**config.mk**
```make
export PLATFORM = sky130hd
export DESIGN_NAME = stg_top
export DESIGN_NICKNAME = d
export VERILOG_FILES = /design/src/design/stg_pkg.sv /design/src/design/stg_decade_counter.sv /design/src/design/stg_window_gate.sv /design/src/design/stg_top.sv
export SDC_FILE = /design/constraint.sdc
export NUM_CORES = 1
export LEC_CHECK = 0
export ABC_CLOCK_PERIOD_IN_PS = 5050
export CORE_MARGIN = 2
export CORE_UTILIZATION = 40
export CTS_CLUSTER_DIAMETER = 50
export DETAILED_ROUTE_END_ITERATION = 8
export DONT_BUFFER_PORTS = 1
export SYNTH_ARGS = -nofsm -noshare
export SYNTH_HDL_FRONTEND = slang
export SYNTH_HIERARCHICAL = 1
export SYNTH_SLANG_ARGS = --single-unit
```
**constraint.sdc**
```tcl
create_clock -name clk_sys_i -period 5.05 [get_ports clk_sys_i]
set_input_delay 0.7575 -clock clk_sys_i [delete_from_list [all_inputs] [get_ports clk_sys_i]]
set_output_delay 0.7575 -clock clk_sys_i [all_outputs]
set_load 0.005 [all_outputs]
```
**src/design/stg_pkg.sv**
```systemverilog
// Constants, field layout and types of the slot timing generator
package stg_pkg;
    // Timing
    localparam int unsigned STG_CLK_HZ          = 40_000_000;
    localparam int unsigned STG_REF_HZ          = 1000;
    localparam int unsigned STG_REF_HALF_CYCLES = STG_CLK_HZ / (2 * STG_REF_HZ);
    localparam int unsigned STG_DIV_W           = 16;
    // Decade counter
    localparam int unsigned STG_CNT_W           = 4;
    localparam int unsigned STG_TAPS            = 10;
    localparam logic [3:0]  STG_CNT_LAST        = 4'h9;
    localparam logic [3:0]  STG_CARRY_HIGH_LAST = 4'h4;
    localparam logic [3:0]  STG_TAP_WIN_A       = 4'h0;
    localparam logic [3:0]  STG_TAP_WIN_B       = 4'h5;
    // Register offsets
    localparam logic [7:0]  STG_OFS_CTRL        = 8'h00;
    localparam logic [7:0]  STG_OFS_STATUS      = 8'h04;
    localparam logic [7:0]  STG_OFS_ANTENNA     = 8'h08;
    localparam logic [7:0]  STG_OFS_LAMP_LOW    = 8'h0c;
    localparam logic [7:0]  STG_OFS_LAMP_HIGH   = 8'h10;
    localparam logic [7:0]  STG_OFS_INTEG       = 8'h14;
    // Control fields
    localparam int unsigned STG_CTRL_REF_EN     = 0;
    localparam int unsigned STG_CTRL_CNT_RST    = 1;
    localparam int unsigned STG_CTRL_GATE_A     = 2;
    localparam int unsigned STG_CTRL_GATE_B     = 4;
    localparam logic [5:0]  STG_CTRL_RESET      = 6'h02;
    // Status fields
    localparam int unsigned STG_ST_REF          = 0;
    localparam int unsigned STG_ST_CNT_RST      = 1;
    localparam int unsigned STG_ST_WIN_A        = 2;
    localparam int unsigned STG_ST_WIN_B        = 3;
    localparam int unsigned STG_ST_DRIVE        = 7;
    localparam int unsigned STG_ST_CARRIER      = 8;
    localparam int unsigned STG_ST_INTEG_A      = 9;
    localparam int unsigned STG_ST_INTEG_B      = 10;
    localparam int unsigned STG_ST_COUNT        = 12;
    // Lamp and integrator fields
    localparam int unsigned STG_LAMP_NINTH_BIT  = 4;
    localparam int unsigned STG_INT_DATA        = 0;
    localparam int unsigned STG_INT_DIR         = 1;
    localparam int unsigned STG_INT_OD          = 2;
    localparam int unsigned STG_INT_B_BASE      = 4;
    localparam logic [7:0]  STG_INTEG_RESET     = 8'h00;
    // AHB
    localparam logic [1:0]  STG_HTRANS_NONSEQ   = 2'h2;
    localparam logic [1:0]  STG_HTRANS_SEQ      = 2'h3;

    typedef enum logic [1:0] {
        STG_GATE_NONE   = 2'b00,
        STG_GATE_FIRST  = 2'b01,
        STG_GATE_SECOND = 2'b11
    } stg_gate_t;
endpackage : stg_pkg

```
**src/design/stg_decade_counter.sv**
```systemverilog
// Ten-state decade counter with decoded taps and square-wave carry
`timescale 1ns/1ps
`default_nettype none
module stg_decade_counter
    import stg_pkg::*;
(
    // Clock and reset
    input  wire logic                 clk_sys_i,
    input  wire logic                 resetn_i,
    // Control
    input  wire logic                 step_i,
    input  wire logic                 clear_i,
    // State
    output logic [STG_CNT_W-1:0]      count_o,
    output logic [STG_TAPS-1:0]       taps_o,
    output logic                      carry_o
);
    logic [STG_CNT_W-1:0] count_reg;

    always_ff @(posedge clk_sys_i or negedge resetn_i)
    begin
        if (!resetn_i)
            count_reg <= '0;
        else if (clear_i)
            count_reg <= '0;
        else if (step_i)
            count_reg <= (count_reg == STG_CNT_LAST) ? '0 : count_reg + 4'h1;
    end

    assign count_o = count_reg;
    assign taps_o  = STG_TAPS'(1) << count_reg;
    // Five states high, five low: even duty
    assign carry_o = (count_reg <= STG_CARRY_HIGH_LAST);
endmodule : stg_decade_counter
`default_nettype wire

```
**src/design/stg_window_gate.sv**
```systemverilog
// Optional half-cycle gating of one sample window
`timescale 1ns/1ps
`default_nettype none
module stg_window_gate
    import stg_pkg::*;
(
    // Inputs
    input  wire logic       tap_i,
    input  wire logic       ref_i,
    input  wire logic [1:0] mode_i,
    // Output
    output logic            window_o
);
    always_comb
    begin
        case (mode_i)
            STG_GATE_FIRST:  window_o = tap_i & ref_i;
            STG_GATE_SECOND: window_o = tap_i & ~ref_i;
            // Unused code falls back to the full window
            default:         window_o = tap_i;
        endcase
    end
endmodule : stg_window_gate
`default_nettype wire

```
**src/design/stg_top.sv**
```systemverilog
// Slot timing generator with AHB-Lite register access
//
// The implementer's own choices: the register addresses and register access over AHB-Lite.
`timescale 1ns/1ps
`default_nettype none
module stg_top
    import stg_pkg::*;
#(
    parameter int unsigned REF_HALF_CYCLES = STG_REF_HALF_CYCLES
)
(
    // Clock and reset
    input  wire logic        clk_sys_i,
    input  wire logic        resetn_i,
    // AHB-Lite slave
    input  wire logic        hsel_i,
    input  wire logic [31:0] haddr_i,
    input  wire logic [1:0]  htrans_i,
    input  wire logic        hwrite_i,
    input  wire logic [2:0]  hsize_i,
    input  wire logic        hready_i,
    input  wire logic [31:0] hwdata_i,
    output logic      [31:0] hrdata_o,
    output logic             hreadyout_o,
    output logic             hresp_o,
    // Slot timing
    output logic             ref_clock_o,
    output logic             counter_reset_o,
    output logic             sample_window_a_o,
    output logic             sample_window_b_o,
    // Antenna interface
    output logic             antenna_drive_o,
    output logic      [2:0]  antenna_index_o,
    // Radio status
    input  wire logic        carrier_detect_i,
    // Integrator clear pins
    input  wire logic        integrator_a_node_i,
    output logic             integrator_a_node_o,
    output logic             integrator_a_node_oe_o,
    input  wire logic        integrator_b_node_i,
    output logic             integrator_b_node_o,
    output logic             integrator_b_node_oe_o,
    // Display lamps
    output logic      [7:0]  display_lamp_first_o,
    output logic             display_lamp_ninth_o
);
    function automatic logic stg_hit(input logic [7:0] addr, input logic [7:0] ofs);
        stg_hit = (addr == ofs);
    endfunction : stg_hit

    // Pin drive of one integrator node from its data, direction and mode bits
    function automatic logic [1:0] stg_pin(input logic [2:0] f);
        logic drv;
        logic oe;
        drv = 1'b0;
        oe  = 1'b0;
        if (f[STG_INT_OD])
        begin
            drv = 1'b0;
            oe  = ~f[STG_INT_DATA];
        end
        else
        begin
            drv = f[STG_INT_DATA];
            oe  = f[STG_INT_DIR];
        end
        stg_pin = {oe, drv};
    endfunction : stg_pin

    localparam logic [STG_DIV_W-1:0] DIV_LAST = STG_DIV_W'(REF_HALF_CYCLES - 1);

    // Registers
    logic [5:0]            ctrl_reg;
    logic [2:0]            antenna_reg;
    logic [7:0]            lamp_low_reg;
    logic                  lamp_ninth_reg;
    logic [7:0]            integ_reg;
    // Bus pipeline
    logic                  wr_pend_reg;
    logic [7:0]            wr_addr_reg;
    logic [31:0]           rdata_reg;
    logic [31:0]           rdata_next;
    logic                  hready_reg;
    // Reference divider
    logic [STG_DIV_W-1:0]  div_reg;
    logic                  ref_reg;
    logic                  step;
    // Counter view
    logic [STG_CNT_W-1:0]  count;
    logic [STG_TAPS-1:0]   taps;
    logic                  carry;
    logic                  win_a;
    logic                  win_b;
    // Pin stage
    logic                  ref_out_reg;
    logic                  cnt_rst_out_reg;
    logic                  win_a_reg;
    logic                  win_b_reg;
    logic                  drive_reg;
    logic [2:0]            index_out_reg;
    logic [7:0]            lamp_out_reg;
    logic                  lamp9_out_reg;
    logic [1:0]            pin_a_reg;
    logic [1:0]            pin_b_reg;
    logic [31:0]           status;

    logic                  addr_valid;
    logic                  ref_en;
    logic                  cnt_rst;

    assign addr_valid = hsel_i && hready_i
                        && (htrans_i == STG_HTRANS_NONSEQ || htrans_i == STG_HTRANS_SEQ);
    assign ref_en     = ctrl_reg[STG_CTRL_REF_EN];
    assign cnt_rst    = ctrl_reg[STG_CTRL_CNT_RST];

    // Write data arrives one cycle after the address phase
    always_ff @(posedge clk_sys_i or negedge resetn_i)
    begin
        if (!resetn_i)
            wr_pend_reg <= 1'b0;
        else
            wr_pend_reg <= addr_valid && hwrite_i;
    end

    // Address held for the data phase; only used with the pending flag
    always_ff @(posedge clk_sys_i or negedge resetn_i)
    begin
        if (!resetn_i)
            wr_addr_reg <= 8'h00;
        else
            wr_addr_reg <= haddr_i[7:0];
    end

    always_ff @(posedge clk_sys_i or negedge resetn_i)
    begin
        if (!resetn_i)
            ctrl_reg <= STG_CTRL_RESET;
        else if (wr_pend_reg && stg_hit(wr_addr_reg, STG_OFS_CTRL))
            ctrl_reg <= hwdata_i[5:0];
    end

    always_ff @(posedge clk_sys_i or negedge resetn_i)
    begin
        if (!resetn_i)
            antenna_reg <= 3'h0;
        else if (wr_pend_reg && stg_hit(wr_addr_reg, STG_OFS_ANTENNA))
            antenna_reg <= hwdata_i[2:0];
    end

    always_ff @(posedge clk_sys_i or negedge resetn_i)
    begin
        if (!resetn_i)
            lamp_low_reg <= 8'h00;
        else if (wr_pend_reg && stg_hit(wr_addr_reg, STG_OFS_LAMP_LOW))
            lamp_low_reg <= hwdata_i[7:0];
    end

    // Ninth lamp sits alone at bit 4 of its own word
    always_ff @(posedge clk_sys_i or negedge resetn_i)
    begin
        if (!resetn_i)
            lamp_ninth_reg <= 1'b0;
        else if (wr_pend_reg && stg_hit(wr_addr_reg, STG_OFS_LAMP_HIGH))
            lamp_ninth_reg <= hwdata_i[STG_LAMP_NINTH_BIT];
    end

    always_ff @(posedge clk_sys_i or negedge resetn_i)
    begin
        if (!resetn_i)
            integ_reg <= STG_INTEG_RESET;
        else if (wr_pend_reg && stg_hit(wr_addr_reg, STG_OFS_INTEG))
            integ_reg <= hwdata_i[7:0];
    end

    // Reference clock divider; stops low while disabled
    always_ff @(posedge clk_sys_i or negedge resetn_i)
    begin
        if (!resetn_i)
        begin
            div_reg <= '0;
            ref_reg <= 1'b0;
        end
        else if (!ref_en)
        begin
            div_reg <= '0;
            ref_reg <= 1'b0;
        end
        else if (div_reg == DIV_LAST)
        begin
            div_reg <= '0;
            ref_reg <= ~ref_reg;
        end
        else
            div_reg <= div_reg + STG_DIV_W'(1);
    end

    // Rising edge of the reference steps the counter
    assign step = ref_en && (div_reg == DIV_LAST) && !ref_reg;

    stg_decade_counter u_counter (
        .clk_sys_i (clk_sys_i),
        .resetn_i  (resetn_i),
        .step_i    (step),
        .clear_i   (cnt_rst),
        .count_o   (count),
        .taps_o    (taps),
        .carry_o   (carry)
    );

    stg_window_gate u_gate_a (
        .tap_i    (taps[STG_TAP_WIN_A]),
        .ref_i    (ref_reg),
        .mode_i   (ctrl_reg[STG_CTRL_GATE_A +: 2]),
        .window_o (win_a)
    );

    stg_window_gate u_gate_b (
        .tap_i    (taps[STG_TAP_WIN_B]),
        .ref_i    (ref_reg),
        .mode_i   (ctrl_reg[STG_CTRL_GATE_B +: 2]),
        .window_o (win_b)
    );

    // One common output stage keeps all timing pins aligned
    always_ff @(posedge clk_sys_i or negedge resetn_i)
    begin
        if (!resetn_i)
        begin
            ref_out_reg     <= 1'b0;
            cnt_rst_out_reg <= 1'b1;
            win_a_reg       <= 1'b0;
            win_b_reg       <= 1'b0;
            drive_reg       <= 1'b0;
        end
        else
        begin
            ref_out_reg     <= ref_reg;
            cnt_rst_out_reg <= cnt_rst;
            win_a_reg       <= win_a;
            win_b_reg       <= win_b;
            drive_reg       <= carry;
        end
    end

    // Index lines follow the register one edge later
    always_ff @(posedge clk_sys_i or negedge resetn_i)
    begin
        if (!resetn_i)
            index_out_reg <= 3'h0;
        else
            index_out_reg <= antenna_reg;
    end

    // Lamp pins
    always_ff @(posedge clk_sys_i or negedge resetn_i)
    begin
        if (!resetn_i)
        begin
            lamp_out_reg  <= 8'h00;
            lamp9_out_reg <= 1'b0;
        end
        else
        begin
            lamp_out_reg  <= lamp_low_reg;
            lamp9_out_reg <= lamp_ninth_reg;
        end
    end

    // Clear pin drive; enable high while the node is driven
    always_ff @(posedge clk_sys_i or negedge resetn_i)
    begin
        if (!resetn_i)
        begin
            pin_a_reg <= 2'h0;
            pin_b_reg <= 2'h0;
        end
        else
        begin
            pin_a_reg <= stg_pin(integ_reg[2:0]);
            pin_b_reg <= stg_pin(integ_reg[STG_INT_B_BASE +: 3]);
        end
    end

    // Status reflects the pins as driven; only the count field is read straight from the internal counter
    always_comb
    begin
        status                             = 32'h0000_0000;
        status[STG_ST_REF]                 = ref_out_reg;
        status[STG_ST_CNT_RST]             = cnt_rst_out_reg;
        status[STG_ST_WIN_A]               = win_a_reg;
        status[STG_ST_WIN_B]               = win_b_reg;
        status[STG_ST_DRIVE]               = drive_reg;
        status[STG_ST_CARRIER]             = carrier_detect_i;
        status[STG_ST_INTEG_A]             = integrator_a_node_i;
        status[STG_ST_INTEG_B]             = integrator_b_node_i;
        status[STG_ST_COUNT +: STG_CNT_W]  = count;
    end

    always_comb
    begin
        rdata_next = 32'h0000_0000;
        if (stg_hit(haddr_i[7:0], STG_OFS_CTRL))
            rdata_next = {26'h0, ctrl_reg};
        else if (stg_hit(haddr_i[7:0], STG_OFS_STATUS))
            rdata_next = status;
        else if (stg_hit(haddr_i[7:0], STG_OFS_ANTENNA))
            rdata_next = {29'h0, antenna_reg};
        else if (stg_hit(haddr_i[7:0], STG_OFS_LAMP_LOW))
            rdata_next = {24'h0, lamp_low_reg};
        else if (stg_hit(haddr_i[7:0], STG_OFS_LAMP_HIGH))
            rdata_next = {27'h0, lamp_ninth_reg, 4'h0};
        else if (stg_hit(haddr_i[7:0], STG_OFS_INTEG))
            rdata_next = {24'h0, integ_reg};
    end

    // Ready from the first edge after reset; never a wait state
    always_ff @(posedge clk_sys_i or negedge resetn_i)
    begin
        if (!resetn_i)
            hready_reg <= 1'b0;
        else
            hready_reg <= 1'b1;
    end

    // Read data captured at the address phase, so no wait states
    always_ff @(posedge clk_sys_i or negedge resetn_i)
    begin
        if (!resetn_i)
            rdata_reg <= 32'h0000_0000;
        else if (addr_valid && !hwrite_i)
            rdata_reg <= rdata_next;
    end

    assign hrdata_o               = rdata_reg;
    assign hreadyout_o            = hready_reg;
    assign hresp_o                = 1'b0;
    assign ref_clock_o            = ref_out_reg;
    assign counter_reset_o        = cnt_rst_out_reg;
    assign sample_window_a_o      = win_a_reg;
    assign sample_window_b_o      = win_b_reg;
    assign antenna_drive_o        = drive_reg;
    assign antenna_index_o        = index_out_reg;
    assign integrator_a_node_o    = pin_a_reg[0];
    assign integrator_a_node_oe_o = pin_a_reg[1];
    assign integrator_b_node_o    = pin_b_reg[0];
    assign integrator_b_node_oe_o = pin_b_reg[1];
    assign display_lamp_first_o   = lamp_out_reg;
    assign display_lamp_ninth_o   = lamp9_out_reg;
endmodule : stg_top
`default_nettype wire

```
==> results_dict.tcl <==
set metrics [dict create \
    cts_resized 0 \
    power_density_mw_per_mm2 315 \
    dpl.hpwl_um 5420 \
    ys_warn_count 6 \
    max_stage_delay_ns 0.60 \
    peakVddDrop_mv 0.178 \
    hold_viol 0 \
    cts_setup_buffers 0 \
    num_io_pins 132 \
    crit_chain "or4_1, or4_4, nor3b_1, nand2_1, or3b_1, a21oi_2" \
    grt_util_all_layers_pct 15.2 \
    placed_area_mm2 0.00409 \
    numPortBuffers 0 \
    ant_nets 0 \
    place_ws_ns 2.22 \
    cts_root_buffer "clkbuf_8" \
    die_h_um 105 \
    grt_pass1_vias 2420 \
    final_area_mm2 0.00429 \
    place.gp.congestion 0.788 \
    antenna_cells 0 \
    routed_wl_um 7830 \
    cts_hold_buf 0 \
    critPathTopFamily "simple AND/OR/NAND/NOR gates" \
    grt_max_degree 94 \
    areaGrowthSynthToFinish_pct 5.57 \
    clock_path_buffers 2 \
    rsz0062_at_grt "false" \
    core_area_mm2 0.00982 \
    setup_tns_ns 0 \
    critical_path_required_ns 5.33 \
    cp-end-kind "register" \
    synth_area_mm2 0.00406 \
    slew_headroom_pct 35.5 \
    antenna_found_initial 0 \
    worst-path-buf-inv 0 \
    detail_route.vias_per_cell 5.17 \
    final-max-slew-violation-count 0 \
    vias 2463 \
    rows 36 \
    grt_first_pass_wirelength_um 13100 \
    fmax_mhz 348 \
    period_needed_ns 2.87 \
    criticalPathCategory "reg2reg" \
    crit_path_max_fanout 5 \
    die-area_mm2 0.0110 \
    drive_above_1_share_pct 17.2 \
    nets 417 \
    hold_path.class "in2async" \
    numCtsBuffers 9 \
    finalCritPeriodShare_pct 56.9 \
    r2r_cells 6 \
    cp.depth 6 \
    cp_slowest_cell "or4_4" \
    largest_reg_flops 16 \
    drc 0 \
    htree_num_levels 3 \
    setup-violations-final 0 \
    whs_ns 0.0778 \
    cp.arrival_ns 3.16 \
    tightest_slew_ns 0.963 \
    cts_tree "built" \
    clock-sinks 93 \
    crit_path_start_kind "register" \
    fin_ws_ns 2.18 \
    drt_iter0_drc 109 \
    chipWidth_um 105 \
    fill_cells 946 \
    cts.clk_slew.worst_paths_ns 0.11 \
    maxCapViolCount 0 \
    postSynthAreaPerCell_um2 11.9 \
    drtPass1Iterations 4 \
    p_leak_nw 1.82 \
    start_util_pct 41.4 \
    outcome "complete, no violations" \
    synthCells 340 \
    clock_latency_ns 0.36 \
    grt_remaining_overflow 0 \
    finalClockSkew_ns 0.0120 \
    post_drt_wl_per_cell_um 16.5 \
]
layout by cell type, fill, tap and decap left out, types with 5 or more instances in the layout:
master / count
a21oi_1: 13
a22o_1: 9
clkbuf_8: 9
conb_1: 19
dfrtp_1: 91
inv_1: 7
mux2_2: 26
nand2_1: 12
nand2b_1: 6
nand3_1: 8
nand4_1: 5
nor2_1: 30
nor3_1: 6
nor4_1: 10
xnor2_1: 16
per-layer routing:
layer	track usage, %	vias to the layer above	wire, um
met5	0	-	0
met4	4.86	0	119
met3	5.61	10	535
met2	23.6	61	3720
met1	19.7	1233	3450
li1	-	1159	-
through the flow:
step                      utilization (%)  std cells  power [W]
after floorplan                         -        357   0.000853
after CTS                            43.7        476    0.00137
after detailed placement             41.6        460   0.000852
final                                43.7        476    0.00135
after global placement               41.6        460   0.000851
after global routing                 43.7        476    0.00141
final timing paths:
kind | to | slack (ns) | from
setup reg to reg | u_counter/count_o[1] | 2.18 | div_reg[8]
hold reg to reg | display_lamp_first_o[4] | 0.40 | lamp_low_reg[4]
min in group clk_sys_i | display_lamp_first_o[4] | 0.40 | lamp_low_reg[4]
hold / removal | pin_b_reg[1] | 0.08 | resetn_i
setup / recovery | u_counter/count_o[1] | 2.18 | div_reg[8]
max in group asynchronous | counter_reset_o | 4.76 | resetn_i
report_power, final:
part / internal [W] / total, W / switching, W
Combinational: 0.0000218 / 0.0000426 / 0.0000207
Clock: 0.000237 / 0.000516 / 0.000279
Sequential: 0.000772 / 0.000794 / 0.0000222
cell type report:
type	instances	area, um2	area share, %
tap	133	166	3.88
clock buffer	9	124	2.89
inverter	8	30.0	0.700
multi-input combinational	226	1560	36.3
clock inverter	7	80.1	1.87
sequential	93	2330	54.3
Note: power is estimated with default switching activity, not from simulation.
